**config.mk**
```make
export PLATFORM = sky130hd
export DESIGN_NAME = dspr_top
export DESIGN_NICKNAME = d
export VERILOG_FILES = /design/src/design/dspr_pkg.sv /design/src/design/dspr_top.sv /design/src/design/dspr_sync.sv
export SDC_FILE = /design/constraint.sdc
export NUM_CORES = 1
export LEC_CHECK = 0
export ABC_AREA = 1
export BUFFER_PORTS_ARGS = -buffer_cell sky130_fd_sc_hd__buf_2
export CORE_MARGIN = 1
export CORE_UTILIZATION = 32
export DETAILED_ROUTE_END_ITERATION = 8
export PLACE_DENSITY_LB_ADDON = 0.05
export SLEW_MARGIN = 15
export SYNTH_ARGS = -nofsm -noshare
export SYNTH_HDL_FRONTEND = slang
export SYNTH_SLANG_ARGS = --single-unit
```
**constraint.sdc**
```tcl
create_clock -name clk_sys -period 1.75 [get_ports clk_sys]
set_clock_uncertainty 0.05 [all_clocks]
set_input_delay 0.175 -clock clk_sys [delete_from_list [all_inputs] [get_ports clk_sys]]
set_output_delay 0.175 -clock clk_sys [all_outputs]
set_load 0.02 [all_outputs]
```
**src/design/dspr_pkg.sv**
```systemverilog
// shared constants and carrier types for the dual section power and reset control
package dspr_pkg;
    localparam int        SYNC_STAGES        = 2;
    localparam logic      PULLDOWN_RESET_VAL = 1'b1;
    localparam logic      SECTION_RESET_VAL  = 1'b0;
    localparam logic      REG_EN_RESET_VAL   = 1'b0;
    localparam logic      CLKBUF_RESET_VAL   = 1'b0;
    localparam int        RELEASE_DELAY_NS   = 20;
    localparam int        CLK_PERIOD_NS      = 10;
    localparam logic [3:0] RELEASE_CYCLES    =
        4'((RELEASE_DELAY_NS + CLK_PERIOD_NS - 1) / CLK_PERIOD_NS);

    typedef struct packed {
        logic wlan;
        logic radio2;
    } dspr_pair_t;
endpackage

```
**src/design/dspr_top.sv**
```systemverilog
// power enable combining, per section reset release and clock buffer gating
// Behaviour
// - regulators enabled whenever either power enable input is high.
// - wlan enable high keeps regulators on and releases wlan section reset.
// - wlan enable low holds wlan section in reset, whatever the other input.
// - regulators disabled only when both power enable inputs are low.
// - both pull-downs on after power-up; software may disable each one.
// - reference clock input buffer off in sleep, on when sleep ends while either power enable input is high.
// - second radio enable holds its section in reset while low.
// - after full regulator shutdown the block restarts as from power-up.
module dspr_top
    import dspr_pkg::*;
(
    input  wire logic clk_sys,
    input  wire logic rst_n,
    input  wire logic wlan_power_enable_in,
    input  wire logic second_radio_power_enable_in,
    input  wire logic sleep_req,
    input  wire logic pulldown_wlan_disable,
    input  wire logic pulldown_radio2_disable,
    output logic      regulator_enable,
    output logic      wlan_reset_n,
    output logic      radio2_reset_n,
    output logic      wlan_pulldown_enable,
    output logic      radio2_pulldown_enable,
    output logic      ref_clk_buffer_enable
);
    dspr_pair_t en_sync;
    dspr_pair_t en_prev_r;
    logic [3:0] wlan_cnt_r;
    logic [3:0] radio2_cnt_r;
    logic       any_en;
    logic       wlan_sync;
    logic       radio2_sync;
    logic       sleep_sync;

    dspr_sync u_sync_wlan (
        .clk_sys (clk_sys),
        .rst_n   (rst_n),
        .din     (wlan_power_enable_in),
        .dout    (wlan_sync)
    );
    dspr_sync u_sync_radio2 (
        .clk_sys (clk_sys),
        .rst_n   (rst_n),
        .din     (second_radio_power_enable_in),
        .dout    (radio2_sync)
    );

    // sleep request comes from the power_sequencer on its own clock
    dspr_sync u_sync_sleep (
        .clk_sys (clk_sys),
        .rst_n   (rst_n),
        .din     (sleep_req),
        .dout    (sleep_sync)
    );

    // one carrier so both sections are judged on the same edge
    assign en_sync = '{wlan: wlan_sync, radio2: radio2_sync};

    assign any_en = en_sync.wlan | en_sync.radio2;

    // regulators off only with both low
    always_ff @(posedge clk_sys or negedge rst_n) begin
        if (!rst_n) begin
            regulator_enable <= REG_EN_RESET_VAL;
        end else begin
            regulator_enable <= any_en;
        end
    end

    reg_follows_or_a: assert property (@(posedge clk_sys) disable iff (!rst_n)
        any_en |=> regulator_enable)
        else $error("regulators not enabled with an enable high");

    reg_off_both_a: assert property (@(posedge clk_sys) disable iff (!rst_n)
        (!en_sync.wlan && !en_sync.radio2) |=> !regulator_enable)
        else $error("regulators on with both enables low");

    reg_on_wlan_a: assert property (@(posedge clk_sys) disable iff (!rst_n)
        en_sync.wlan |=> regulator_enable)
        else $error("regulators off while wlan enable high");

    always_ff @(posedge clk_sys or negedge rst_n) begin
        if (!rst_n) begin
            en_prev_r <= '0;
        end else begin
            en_prev_r <= en_sync;
        end
    end

    // a change seen inside must match the pin two edges back
    sync_delay_a: assert property (@(posedge clk_sys) disable iff (!rst_n)
        en_sync.wlan != en_prev_r.wlan |-> $past(wlan_power_enable_in, 2) == en_sync.wlan)
        else $error("wlan enable not two-flop synchronised");

    radio2_sync_a: assert property (@(posedge clk_sys) disable iff (!rst_n)
        en_sync.radio2 != en_prev_r.radio2
        |-> $past(second_radio_power_enable_in, 2) == en_sync.radio2)
        else $error("second radio enable not two-flop synchronised");

    // wlan reset held while enable low
    always_ff @(posedge clk_sys or negedge rst_n) begin
        if (!rst_n) begin
            wlan_cnt_r   <= '0;
            wlan_reset_n <= SECTION_RESET_VAL;
        end else if (!en_sync.wlan) begin
            wlan_cnt_r   <= '0;
            wlan_reset_n <= 1'b0;
        end else if (wlan_cnt_r < RELEASE_CYCLES) begin
            wlan_cnt_r   <= wlan_cnt_r + 4'h1;
        end else begin
            wlan_reset_n <= 1'b1;
        end
    end

    wlan_hold_a: assert property (@(posedge clk_sys) disable iff (!rst_n)
        !en_sync.wlan |=> !wlan_reset_n)
        else $error("wlan section out of reset while enable low");

    wlan_release_a: assert property (@(posedge clk_sys) disable iff (!rst_n)
        $rose(en_sync.wlan) ##1 en_sync.wlan [*4] |=> wlan_reset_n)
        else $error("wlan reset not released");

    // settle window assumes the default release count of two
    wlan_settle_a: assert property (@(posedge clk_sys) disable iff (!rst_n)
        $rose(en_sync.wlan) |=> (!wlan_reset_n) [*2])
        else $error("wlan reset released before settle time");

    wlan_stay_a: assert property (@(posedge clk_sys) disable iff (!rst_n)
        (en_sync.wlan && wlan_reset_n) |=> wlan_reset_n)
        else $error("wlan section fell back into reset while enabled");

    // second radio reset mirrors the wlan path
    always_ff @(posedge clk_sys or negedge rst_n) begin
        if (!rst_n) begin
            radio2_cnt_r   <= '0;
            radio2_reset_n <= SECTION_RESET_VAL;
        end else if (!en_sync.radio2) begin
            radio2_cnt_r   <= '0;
            radio2_reset_n <= 1'b0;
        end else if (radio2_cnt_r < RELEASE_CYCLES) begin
            radio2_cnt_r   <= radio2_cnt_r + 4'h1;
        end else begin
            radio2_reset_n <= 1'b1;
        end
    end

    radio2_hold_a: assert property (@(posedge clk_sys) disable iff (!rst_n)
        !en_sync.radio2 |=> !radio2_reset_n)
        else $error("second radio out of reset while enable low");

    radio2_release_a: assert property (@(posedge clk_sys) disable iff (!rst_n)
        $rose(en_sync.radio2) ##1 en_sync.radio2 [*4] |=> radio2_reset_n)
        else $error("second radio reset not released");

    radio2_settle_a: assert property (@(posedge clk_sys) disable iff (!rst_n)
        $rose(en_sync.radio2) |=> (!radio2_reset_n) [*2])
        else $error("second radio reset released before settle time");

    radio2_stay_a: assert property (@(posedge clk_sys) disable iff (!rst_n)
        (en_sync.radio2 && radio2_reset_n) |=> radio2_reset_n)
        else $error("second radio fell back into reset while enabled");

    // pull-downs default on, software may turn off
    always_ff @(posedge clk_sys or negedge rst_n) begin
        if (!rst_n) begin
            wlan_pulldown_enable   <= PULLDOWN_RESET_VAL;
            radio2_pulldown_enable <= PULLDOWN_RESET_VAL;
        end else if (!any_en) begin
            wlan_pulldown_enable   <= PULLDOWN_RESET_VAL;
            radio2_pulldown_enable <= PULLDOWN_RESET_VAL;
        end else begin
            wlan_pulldown_enable   <= !pulldown_wlan_disable;
            radio2_pulldown_enable <= !pulldown_radio2_disable;
        end
    end

    pulldown_ctl_a: assert property (@(posedge clk_sys) disable iff (!rst_n)
        (any_en && pulldown_wlan_disable) |=> !wlan_pulldown_enable)
        else $error("wlan pull-down not disabled by control");

    radio2_pd_ctl_a: assert property (@(posedge clk_sys) disable iff (!rst_n)
        (any_en && pulldown_radio2_disable) |=> !radio2_pulldown_enable)
        else $error("second radio pull-down not disabled by control");

    pulldown_on_a: assert property (@(posedge clk_sys) disable iff (!rst_n)
        (any_en && !pulldown_wlan_disable && !pulldown_radio2_disable)
        |=> (wlan_pulldown_enable && radio2_pulldown_enable))
        else $error("pull-down off without a disable request");

    // both enables low stands for a full power cycle
    shutdown_clear_a: assert property (@(posedge clk_sys) disable iff (!rst_n)
        !any_en |=> (wlan_pulldown_enable && radio2_pulldown_enable && !wlan_reset_n))
        else $error("state retained through shutdown");

    // clock buffer follows sleep and power
    always_ff @(posedge clk_sys or negedge rst_n) begin
        if (!rst_n) begin
            ref_clk_buffer_enable <= CLKBUF_RESET_VAL;
        end else begin
            ref_clk_buffer_enable <= any_en & !sleep_sync;
        end
    end

    clkbuf_sleep_a: assert property (@(posedge clk_sys) disable iff (!rst_n)
        sleep_sync |=> !ref_clk_buffer_enable)
        else $error("clock buffer on during sleep");

    clkbuf_wake_a: assert property (@(posedge clk_sys) disable iff (!rst_n)
        (any_en && !sleep_sync) |=> ref_clk_buffer_enable)
        else $error("clock buffer off after leaving sleep");

    // buffer has no supply once the regulators are down
    clkbuf_off_a: assert property (@(posedge clk_sys) disable iff (!rst_n)
        !any_en |=> !ref_clk_buffer_enable)
        else $error("clock buffer on with regulators off");
endmodule

```
**src/design/dspr_sync.sv**
```systemverilog
// two flop level synchroniser with constant reset value
module dspr_sync (
    input  wire logic clk_sys,
    input  wire logic rst_n,
    input  wire logic din,
    output logic      dout
);
    logic meta_r;

    always_ff @(posedge clk_sys or negedge rst_n) begin
        if (!rst_n) begin
            meta_r <= 1'b0;
            dout   <= 1'b0;
        end else begin
            meta_r <= din;
            dout   <= meta_r;
        end
    end
endmodule

```
# --- Yosys cells after proc, flatten, opt, wreduce, memory -nomap -nowiden ---
# Cells that the tools add are included.
word_totals:
  reg_bits: 20
  output_inout_bits: 6
  word_cells: 37
classes:
  n_reduce_logical: 3
  muxes: 10
  bitwise: 2
  n_eq_ne: 4
  n_addsub: 2
  n_lt_le_gt_ge: 2
op_table:
  columns: ["op", "count"]
  rows:
  - ["$mux 4", 4]
  - ["$add 4x1->4 const B", 2]
  - ["$lt 4x2->1 const B", 2]
  - ["$ne 2x2->1 const B", 4]
  - ["$mux 1", 6]
  - ["$logic_not 1->1", 3]
  - ["$and 1x1->1", 1]
  - ["$or 1x1->1", 1]

# --- Longest topological paths before layout ---
# Gate-level depths: netlist of the first run.
logic_depth:
  word_depth: 3
  mapped_depth: 4
  depth_no_buf: 4

# --- By module ---
# Synthesis of the first run repeated with hierarchy kept, for this count alone.
hier_totals:
  hier_cells: 60
  hier_area_um2: 699.4
modules_own_cells:
  columns: ["mod", "area_per_inst_um2", "n_inst", "cells_per_inst"]
  rows:
  - ["dspr_top", 549.3, 1, 54]
  - ["dspr_sync", 50.0, 3, 2]

# --- Least setup slack after synthesis of the first run ---
# OpenSTA, ideal clock, no wires.
synth_timing:
  path_kind: "register to register"
  startpoint: "reg radio2_cnt_r[1]"
  endpoint: "reg radio2_cnt_r[1]"
  stages_incl_launch_ff: 4
  setup_time_ns: 0.118
  n_path_buf: 0
  path_slack_ns: 0.792
  arrival_time_ns: 0.789
  cell_sequence: "dfrtp_1 -> ha_1 -> nand4_1 -> nand2_1"
synth_between:
  elab_chain_len: 3
synth_lines:
  columns: ["element", "line_no", "source"]
  rows:
  - ["start: declaration", "dspr_top.sv:31", "logic [3:0] radio2_cnt_r;"]
  - ["start signal: assignment", "dspr_top.sv:143", "radio2_cnt_r <= radio2_cnt_r + 4'h1;"]
  - ["$add 4x1->4", "dspr_top.sv:143", null]
  - ["$mux 4", "dspr_top.sv:142", "end else if (radio2_cnt_r < RELEASE_CYCLES) begin"]
  - ["$mux 4", "dspr_top.sv:139", "end else if (!en_sync.radio2) begin"]
# Several ways; a longest one is shown, not always the timed one. The select of a mux whose other input is x is not followed.
# A chain may end at the register's enable or synchronous reset.

# --- Worst setup path after layout of the first run ---
layout_timing:
  startpoint: "reg wlan_pulldown_enable"
  endpoint: "out wlan_pulldown_enable"
layout_rtl:
  columns: ["element", "line_no", "source"]
  rows:
  - ["start: declaration", "dspr_top.sv:24", "output logic wlan_pulldown_enable,"]
  - ["start signal: assignment", "dspr_top.sv:174", "wlan_pulldown_enable <= !pulldown_wlan_disable;"]
# No word-level cell between the ends.

==> impl_metrics.ini, run 1 <==
[outcome]
outcome = complete, no violations

[grt]
grt_pass1_wl_um = 1676
gr-total-overflow = 0
antenna_found_initial = 0
track_usage = 0.1002
grt_max_degree = 21
grt_pass1_vias = 383

[critical_path]
cp.buffers_inverters = 1
cp_data_arrival_time_ns = 0.97
critical_path.top_delay_family = flip-flops
cp-start-kind = flop
slowest_delay_ns = 0.53
path_class = reg -> out
cp_max_fo = 1
crit_start = wlan_pulldown_enable$_DFF_PN1_
critPathRequiredTime_ns = 1.52
slowest_stage = dfstp_2
worstPathCellList = buf_2
end_kind = output pin
r2r_start = radio2_cnt_r[1]$_DFFE_PN0P_

[logic_synthesis]
ys_ff_latch = 20
synthTopCellsByArea = dfrtp_1 (60%), dfstp_2 (7.0%), nand2_1 (7.0%)
synthMuxAreaShare = 0
syn_area_um2 = 745.7
synth_warnings = 0
syn-num-nets = 72
synth_top_cell_area_share = 0.6040
synth_fa_ha_area_frac = 0.03356
synth_simple_gate_area_frac = 0.2047
synth_compound_area_frac = 0.02013
ys_seq_area_frac = 0.6745
synth_cell_types = 15
synth_xor_area_frac = 0
synth_top_family_by_area = simple AND/OR/NAND/NOR gates
avgSynthCellArea_um2 = 11.84
yosysTopAreaCell = dfrtp_1
synthCells = 63

[sta]
finalCritPeriodShare = 0.6852
slew_viol_final = 0
fmax_ghz = 0.8340
final.min_clock_period_ns = 1.199
rsz0062_at_grt = no
slew_headroom = 0.7033
worst_pin_slew_ns = 0.4450
final_hold_viol_count = 0
fin_tns_setup_ns = 0
setup_viol = 0
worst_slack_ns = 0.5509

[layout]
drive_gt1_frac = 0.2771
syn2layout_area_growth_pct = 22.15
nNetsFinal = 93
final_cell_mix = dfrtp_1 (18), nand2_1 (14), buf_2 (12)
antenna-diode-count = 0
layout.cells.most_common = dfrtp_1

[cts]
cts_tree = done
ctsRootBufferMaster = clkbuf_4
cts_buffers = 3
clock_latency_ns = 0.30
cts_buffer_depth = 2
cts_resized = 0
htree_levels = 1
cts.sink_count = 20
clkTransAtPathRegs_ns = 0.12

[power]
powerDensity_nw_per_um2 = 1227
peakVddDrop_mv = 0.5782
leakage_nw = 0.4853

[detailed_routing]
first_pass_iters = 4
drc = 0
wl_met2_um = 467
vias_per_cell = 4.171
routedWlPerCell_um = 10.00
vias = 463
routed_wl_um = 1110
wl_met1_um = 562
wl_met3_um = 40
highest_layer = met4
ant_nets = 0
drtIter0Drc = 3

[die]
std_cell_rows = 17
die_h_um = 50.28
core_um2 = 2212
die_width_um = 50.28
initial_core_util = 0.3371
io_pins = 13
die-area_um2 = 2528

[min_path]
hold_path_class = in -> async

[placed_design]
place_congestion = 0.6692
dp_worst_setup_slack_ns = 0.7510
io_buffers = 12
hpwl_um = 695.5

[run]
cap_violations = 0
[routing by layer]
metal	track usage	up-vias
li1	-	234
met1	0.1204	212
met2	0.1333	12
met3	0.03636	5
met4	0.1000	0
met5	0	-
[path summary, 6_finish.rpt]
| kind | endpoint | slack [ns] | depth (start not counted) |
|---|---|---|---|
| setup / recovery | wlan_pulldown_enable | 0.55 | 1 |
| hold / removal | radio2_reset_n$_DFFE_PN0P_ | 0.28 | 2 |
| setup reg to reg | radio2_cnt_r[1]$_DFFE_PN0P_ | 0.74 | 3 |
| hold reg to reg | u_sync_wlan.dout$_DFF_PN0_ | 0.31 | 0 |
| max in group asynchronous | radio2_pulldown_enable$_DFF_PN1_ | 1.02 | 2 |
| min in group clk_sys | u_sync_wlan.dout$_DFF_PN0_ | 0.31 | 0 |
[through the flow]
step	std cells	total power, mW	util	hold slack (ns)	area, um^2
5_1_grt	111	1.178	0.4118	0.3171	910.9
6_report	111	1.118	0.4118	0.2776	910.9
3_3_place_gp	101	0.8865	0.3727	0.1052	824.5
2_1_floorplan	63	0.8194	-	-0.1706	745.7
4_1_cts	111	1.131	0.4118	0.2897	910.9
3_5_place_dp	101	0.8905	0.3727	0.1005	824.5
[flip-flops by register name, indices dropped and copies added, names as in the netlist]
signal	cells
u_sync_sleep.dout	1
u_sync_sleep.meta_r	1
u_sync_wlan.meta_r	1
u_sync_radio2.meta_r	1
regulator_enable	1
radio2_reset_n	1
radio2_pulldown_enable	1
u_sync_wlan.dout	1
ref_clk_buffer_enable	1
wlan_reset_n	1
wlan_pulldown_enable	1
radio2_cnt_r	4
u_sync_radio2.dout	1
wlan_cnt_r	4
[cell type report]
cell class	instances	area (um^2)
clock buffer	4	26.28
fill	218	1301
inverter	9	33.78
multi-input combinational	32	192.7
sequential	20	503.0
tap	28	35.03
timing repair buffer	18	120.1
[kinds of logic after synthesis]
logic type / Yosys count
flip-flops: 20
adder cells (fa/ha/maj): 2
AND/OR/NAND/NOR: 28
AO/OA/AOI/OAI: 2
buffers and inverters: 11
[worst reg2reg max path: stages, from the launching register on]
cell and delay (ns):
dfrtp_1 0.44, ha_1 0.28, nand4_1 0.09, nand2_1 0.06
[report_power, final]
| group | leakage [nW] | switching (mW) | internal, mW |
|---|---|---|---|
| Clock | 0.0150 | 0.141 | 0.0889 |
| Sequential | 0.246 | 0.0564 | 0.544 |
| Combinational | 0.224 | 0.162 | 0.126 |
| Total | 0.485 | 0.359 | 0.758 |
[Yosys cell counts]
library cell / n
nand3_1: 2
dfrtp_1: 18
buf_6: 1
nand4_1: 4
nor2_4: 3
buf_2: 1
nand2_2: 2
dfstp_2: 2
a21boi_1: 2
nand3b_1: 2
inv_1: 8
inv_2: 1
ha_1: 2
nand2_1: 14
nor2_1: 1
[timing repair]
action,in CTS,in global routing
buffers inserted,0,0
hold buffers,6,0
hold endpoints to repair,23,0
No activity file was read; power rests on OpenSTA's default activity.
==> run 2: changes to the inputs <==
- ABC_AREA: 1 -> 0
- clock period: 1.75 -> 1.01 ns (I/O delays scaled with it)
==> run 2 against run 1 <==
Compared with the run above:
- the flow now finishes with violations (negative setup slack)
- largest cell class unchanged
- critical path type is now reg -> reg
- global-route usage grew 3.7 points
- die area down 7.4%
- non-clock buffer count up 14
==> impl_metrics.ini, run 2 <==
[critical_path]
cp-start-kind = flop
reg2reg_to = wlan_cnt_r[0]$_DFFE_PN0P_
reg2regPathDepth = 2
end_kind = flop
critPathRequiredTime_ns = 1.19
reg2reg_slack_ns = -0.19
cp_data_arrival_time_ns = 1.39
r2r_start = wlan_cnt_r[0]$_DFFE_PN0P_
path_class = reg -> reg
cp_max_fo = 3

[sta]
slew_viol_final = 0
worst_pin_slew_ns = 0.4258
slew_headroom = 0.7161
whs_ns = 0.2090
final.min_clock_period_ns = 1.204
fmax_ghz = 0.8308
finalCritPeriodShare = 1.192
worst_slack_ns = -0.1936
rsz0062_at_grt = yes
setup_viol = 10
final_hold_viol_count = 0

[outcome]
violations = negative setup slack
outcome = finished, violations left

[detailed_routing]
ant_nets = 0
routed_wl_um = 1332
routedWlPerCell_um = 12.45
drc = 0
drtIter0Drc = 4
first_pass_iters = 2
vias = 498
vias_per_cell = 4.654

[grt]
grt_pass1_vias = 556
grt_pass1_wl_um = 2387
antenna_found_initial = 0
gr-total-overflow = 0
grt_max_degree = 21
track_usage = 0.1369

[cts]
clock_latency_ns = 0.30
cts_buffers = 3
cts.sink_count = 20
ctsRootBufferMaster = clkbuf_4
clkTransAtPathRegs_ns = 0.11
cts_tree = done
htree_levels = 1
cts_buffer_depth = 2

[layout]
antenna-diode-count = 0
layout.cells.most_common = dfrtp_1
fin_area_um2 = 1102
top_regs = radio2_cnt_r (4), wlan_cnt_r (4)
nNetsFinal = 90
final_cell_mix = dfrtp_1 (17), buf_6 (11), buf_4 (9)
nFillCells = 171
syn2layout_area_growth_pct = 60.18
drive_gt1_frac = 0.4875

[logic_synthesis]
synth_warnings = 0
ys_ff_latch = 20
ys_async_sr_fraction = 1.000
yosysTopAreaCell = dfrtp_1
ys_seq_area_frac = 0.7309
synthCells = 44
syn_area_um2 = 688.2
avgSynthCellArea_um2 = 15.64
synth_edf_count = 0
synth_cell_types = 13
synth.most_common_cell = dfrtp_1
synthTopCellsByArea = dfrtp_1 (65%), dfstp_2 (7.6%), nor3b_1 (4.4%)
synth_top_cell_area_share = 0.6545
syn-num-nets = 53
synthFlopType = dfrtp_1
synth_commonest_cells = dfrtp_1 (18), nor3b_1 (4), o21a_1 (4)

[die]
std_cell_rows = 16
die_h_um = 48.38
die-area_um2 = 2340
die_width_um = 48.38
core_um2 = 1982
io_pins = 13
initial_core_util = 0.3472

[power]
power_switching_mw = 0.6498
peakVddDrop_mv = 1.223
seq_power_share = 0.426
report.power.total_mw = 2.493
p_int_mw = 1.844
leakage_nw = 0.5203
pwr-share-clk = 0.260
switching_share = 0.2606
powerDensity_nw_per_um2 = 2262
combPwrFrac = 0.314

[placed_design]
place_congestion = 0.6200
placed_area_um2 = 854.6
io_buffers = 12
dp_worst_setup_slack_ns = -0.1817

[min_path]
hold_path_class = in -> async

[run]
cap_violations = 0
-- run 2: cell count changes in the layout (fill, tap and decap cells not counted), moves of 3 or more --
cell and change:
nand4_1 -4, buf_6 +11, o21a_1 +4, buf_2 -6, nor2_4 -3, inv_1 -8, nand2_1 -12, buf_4 +9
-- run 2: timing repair --
item | CTS | global route
hold endpoints to repair | 25 | 0
gates resized for setup | 14 | 11
endpoints found under the setup margin | 12 | 15
pin swaps | 3 | 5
setup buffers | 3 | 2
hold buffers | 6 | 0
-- run 2: how the worst max path moves through the flow --
| stage | slack, ns | to | start | cells past startpoint |
|---|---|---|---|---|
| finish | -0.19 | wlan_cnt_r[0]$_DFFE_PN0P_ | wlan_cnt_r[0]$_DFFE_PN0P_ | 2 |
| global route | -0.23 | wlan_cnt_r[0]$_DFFE_PN0P_ | wlan_cnt_r[0]$_DFFE_PN0P_ | 2 |
| CTS | -0.21 | wlan_cnt_r[0]$_DFFE_PN0P_ | wlan_cnt_r[0]$_DFFE_PN0P_ | 2 |
| detailed placement | -0.18 | wlan_cnt_r[0]$_DFFE_PN0P_ | wlan_cnt_r[0]$_DFFE_PN0P_ | 2 |
| global placement | -0.13 | radio2_cnt_r[0]$_DFFE_PN0P_ | radio2_cnt_r[0]$_DFFE_PN0P_ | 2 |
| floorplan | -0.12 | radio2_cnt_r[0]$_DFFE_PN0P_ | radio2_cnt_r[3]$_DFFE_PN0P_ | 2 |
-- run 2: logic make-up after synthesis --
| logic type | Yosys count | synth area share |
|---|---|---|
| AO/OA/AOI/OAI | 10 | 0.1200 |
| AND/OR/NAND/NOR | 12 | 0.1127 |
| flip-flops | 20 | 0.7309 |
| adder cells (fa/ha/maj) | 2 | 0.03636 |
-- run 2: cell type report --
| type | count | area (um^2) | share of cell area |
|---|---|---|---|
| clock inverter | 1 | 30.03 | 0.02724 |
| sequential | 20 | 504.2 | 0.4574 |
| clock buffer | 3 | 22.52 | 0.02043 |
| multi-input combinational | 24 | 230.2 | 0.2089 |
| timing repair buffer | 32 | 281.5 | 0.2554 |
| tap | 27 | 33.78 | 0.03065 |
-- run 2: power by group through the flow --
stage               Combinational [mW]  Sequential (mW)  Clock [mW]
floorplan                        0.226             1.11           0
global placement                 0.461             1.04           0
detailed placement               0.503             1.06           0
CTS                              0.639             1.05       0.672
global route                     0.852             1.08       0.697
finish                           0.784             1.06       0.648
-- run 2: critical path: stages, from the launching register on --
cell and delay (ns):
dfrtp_1 0.42, or4_1 0.51, a21boi_1 0.15
-- run 2: metrics by stage --
| stage | setup TNS, ns | utilization | std cells |
|---|---|---|---|
| 2_1_floorplan | -0.4300 | - | 44 |
| 3_3_place_gp | -0.5701 | 0.4312 | 92 |
| 3_5_place_dp | -0.8884 | 0.4312 | 92 |
| 4_1_cts | -1.238 | 0.5259 | 105 |
| 5_1_grt | -1.604 | 0.5562 | 107 |
| 6_report | -1.155 | 0.5562 | 107 |
-- run 2: layer usage --
metal | GRT usage | vias to the layer above | wire length, um
met1 | 0.1299 | 249 | 484
met3 | 0.01887 | 5 | 34
met2 | 0.2700 | 12 | 775
met4 | 0.08824 | 0 | 38
met5 | 0 | - | 0
li1 | - | 232 | -
==> run 3: changes to the inputs <==
- PLACE_DENSITY: default -> 0.52
- PLACE_DENSITY_LB_ADDON: 0.05 -> default
==> run 3 against run 2 <==
Compared with the run above:
- the flow still finishes with violations (negative setup slack)
- critical path type unchanged
- wire length is 14% lower
- combinational power is 11% lower
- critical path depth stayed put
- via count is 7.0% lower
- final cell count is 0.93% lower
- sequential share of layout area is 2.1 points higher
- non-clock buffer count is 1 lower
- global-route usage is 2.4 points lower
- maximum frequency is 1.8% higher
==> impl_metrics.ini, run 3 (synthesis gave the netlist of run 2 again) <==
[cts]
clock_latency_ns = 0.30
cts_tree = done
cts_buffers = 3
htree_levels = 1
cts.sink_count = 20
ctsRootBufferMaster = clkbuf_4
clkTransAtPathRegs_ns = 0.12
cts_buffer_depth = 2

[critical_path]
reg2reg_to = radio2_cnt_r[0]$_DFFE_PN0P_
reg2reg_slack_ns = -0.17
worstPathCellList = or4_1 > a21boi_1
critical_path.top_delay_family = simple AND/OR/NAND/NOR gates
path_class = reg -> reg
slowest_stage = or4_1
cp_data_arrival_time_ns = 1.36
crit_start = radio2_cnt_r[3]$_DFFE_PN0P_
slowest_delay_ns = 0.50
critPathRequiredTime_ns = 1.19
r2r_start = radio2_cnt_r[3]$_DFFE_PN0P_
cp_max_fo = 3
cp-start-kind = flop
reg2regPathDepth = 2
cp.buffers_inverters = 0
end_kind = flop

[power]
switching_share = 0.2748
powerDensity_nw_per_um2 = 2096
pwr-share-clk = 0.205
leakage_nw = 0.4989
power_switching_mw = 0.6089
peakVddDrop_mv = 1.097
combPwrFrac = 0.313
p_int_mw = 1.607
report.power.total_mw = 2.216
seq_power_share = 0.482

[sta]
slew_headroom = 0.7148
worst_slack_ns = -0.1729
setup_viol = 10
final_hold_viol_count = 0
finalCritPeriodShare = 1.171
rsz0062_at_grt = yes
final.min_clock_period_ns = 1.183
slew_viol_final = 0
whs_ns = 0.2078
worst_pin_slew_ns = 0.4277
fmax_ghz = 0.8454

[grt]
grt_pass1_vias = 486
track_usage = 0.1132
grt_max_degree = 21
gr-total-overflow = 0
antenna_found_initial = 0
grt_pass1_wl_um = 1994

[placed_design]
dp_worst_setup_slack_ns = -0.1471
place_congestion = 0.6613
io_buffers = 12

[detailed_routing]
routedWlPerCell_um = 10.75
vias_per_cell = 4.368
first_pass_iters = 4
drc = 0
drtIter0Drc = 3
routed_wl_um = 1140
ant_nets = 0
vias = 463

[outcome]
violations = negative setup slack
outcome = finished, violations left

[die]
std_cell_rows = 16
initial_core_util = 0.3472
core_um2 = 1982
die_h_um = 48.38
die_width_um = 48.38
io_pins = 13
die-area_um2 = 2340

[layout]
final_cell_mix = dfrtp_1 (16), buf_4 (10), buf_6 (9)
nNetsFinal = 89
antenna-diode-count = 0
top_regs = radio2_cnt_r (4), wlan_cnt_r (4)
drive_gt1_frac = 0.4810
syn2layout_area_growth_pct = 53.64
layout.cells.most_common = dfrtp_1

[run]
cap_violations = 0

[min_path]
hold_path_class = in -> async
## run 3: layout make-up
| type | instances | area (um^2) |
|---|---|---|
| timing repair buffer | 31 | 266.5 |
| tap | 27 | 33.78 |
| sequential | 20 | 505.5 |
| fill | 161 | 924.6 |
| clock buffer | 4 | 36.28 |
| multi-input combinational | 24 | 215.2 |
## run 3: power by group through the flow
stage               logic [mW]  clock network (mW)  registers [mW]
finish                   0.694               0.453            1.07
floorplan                0.226                   0            1.11
CTS                      0.607               0.466            1.05
detailed placement       0.514                   0            1.05
global placement         0.511                   0            1.04
global route             0.759               0.503            1.09
## run 3: layer usage
layer | vias to the layer above | wire (um) | part of all wire | track usage
li1 | 231 | - | - | -
met1 | 221 | 543 | 0.48 | 0.1258
met2 | 9 | 554 | 0.49 | 0.1995
met3 | 2 | 30 | 0.026 | 0.02830
met4 | 0 | 12 | 0.011 | 0.05882
met5 | - | 0 | 0 | 0
## run 3: repair_timing
item | in CTS | in global routing
resized for setup | 9 | 12
hold buffers | 6 | 0
pin swaps | 3 | 1
hold endpoints to repair | 23 | 0
buffers inserted | 2 | 1
endpoints found under the setup margin | 10 | 14
## run 3: how the worst max path moves through the flow
stage,cells after the start,slack (ns),to
after floorplan,2,-0.12,radio2_cnt_r[0]$_DFFE_PN0P_
after global placement,2,-0.12,radio2_cnt_r[0]$_DFFE_PN0P_
after detailed placement,2,-0.15,wlan_cnt_r[0]$_DFFE_PN0P_
after CTS,2,-0.17,wlan_cnt_r[0]$_DFFE_PN0P_
after global routing,2,-0.23,radio2_cnt_r[0]$_DFFE_PN0P_
final,2,-0.17,radio2_cnt_r[0]$_DFFE_PN0P_
## run 3: per-stage QoR
step           cell area, um^2  TNS (ns)  utilization  cells
2_1_floorplan            693.2   -0.4300            -     44
3_3_place_gp             862.1   -0.6567       0.4350     93
3_5_place_dp             862.1   -0.7379       0.4350     93
4_1_cts                   1013    -1.047       0.5114    105
5_1_grt                   1057    -1.415       0.5335    106
6_report                  1057    -1.001       0.5335    106
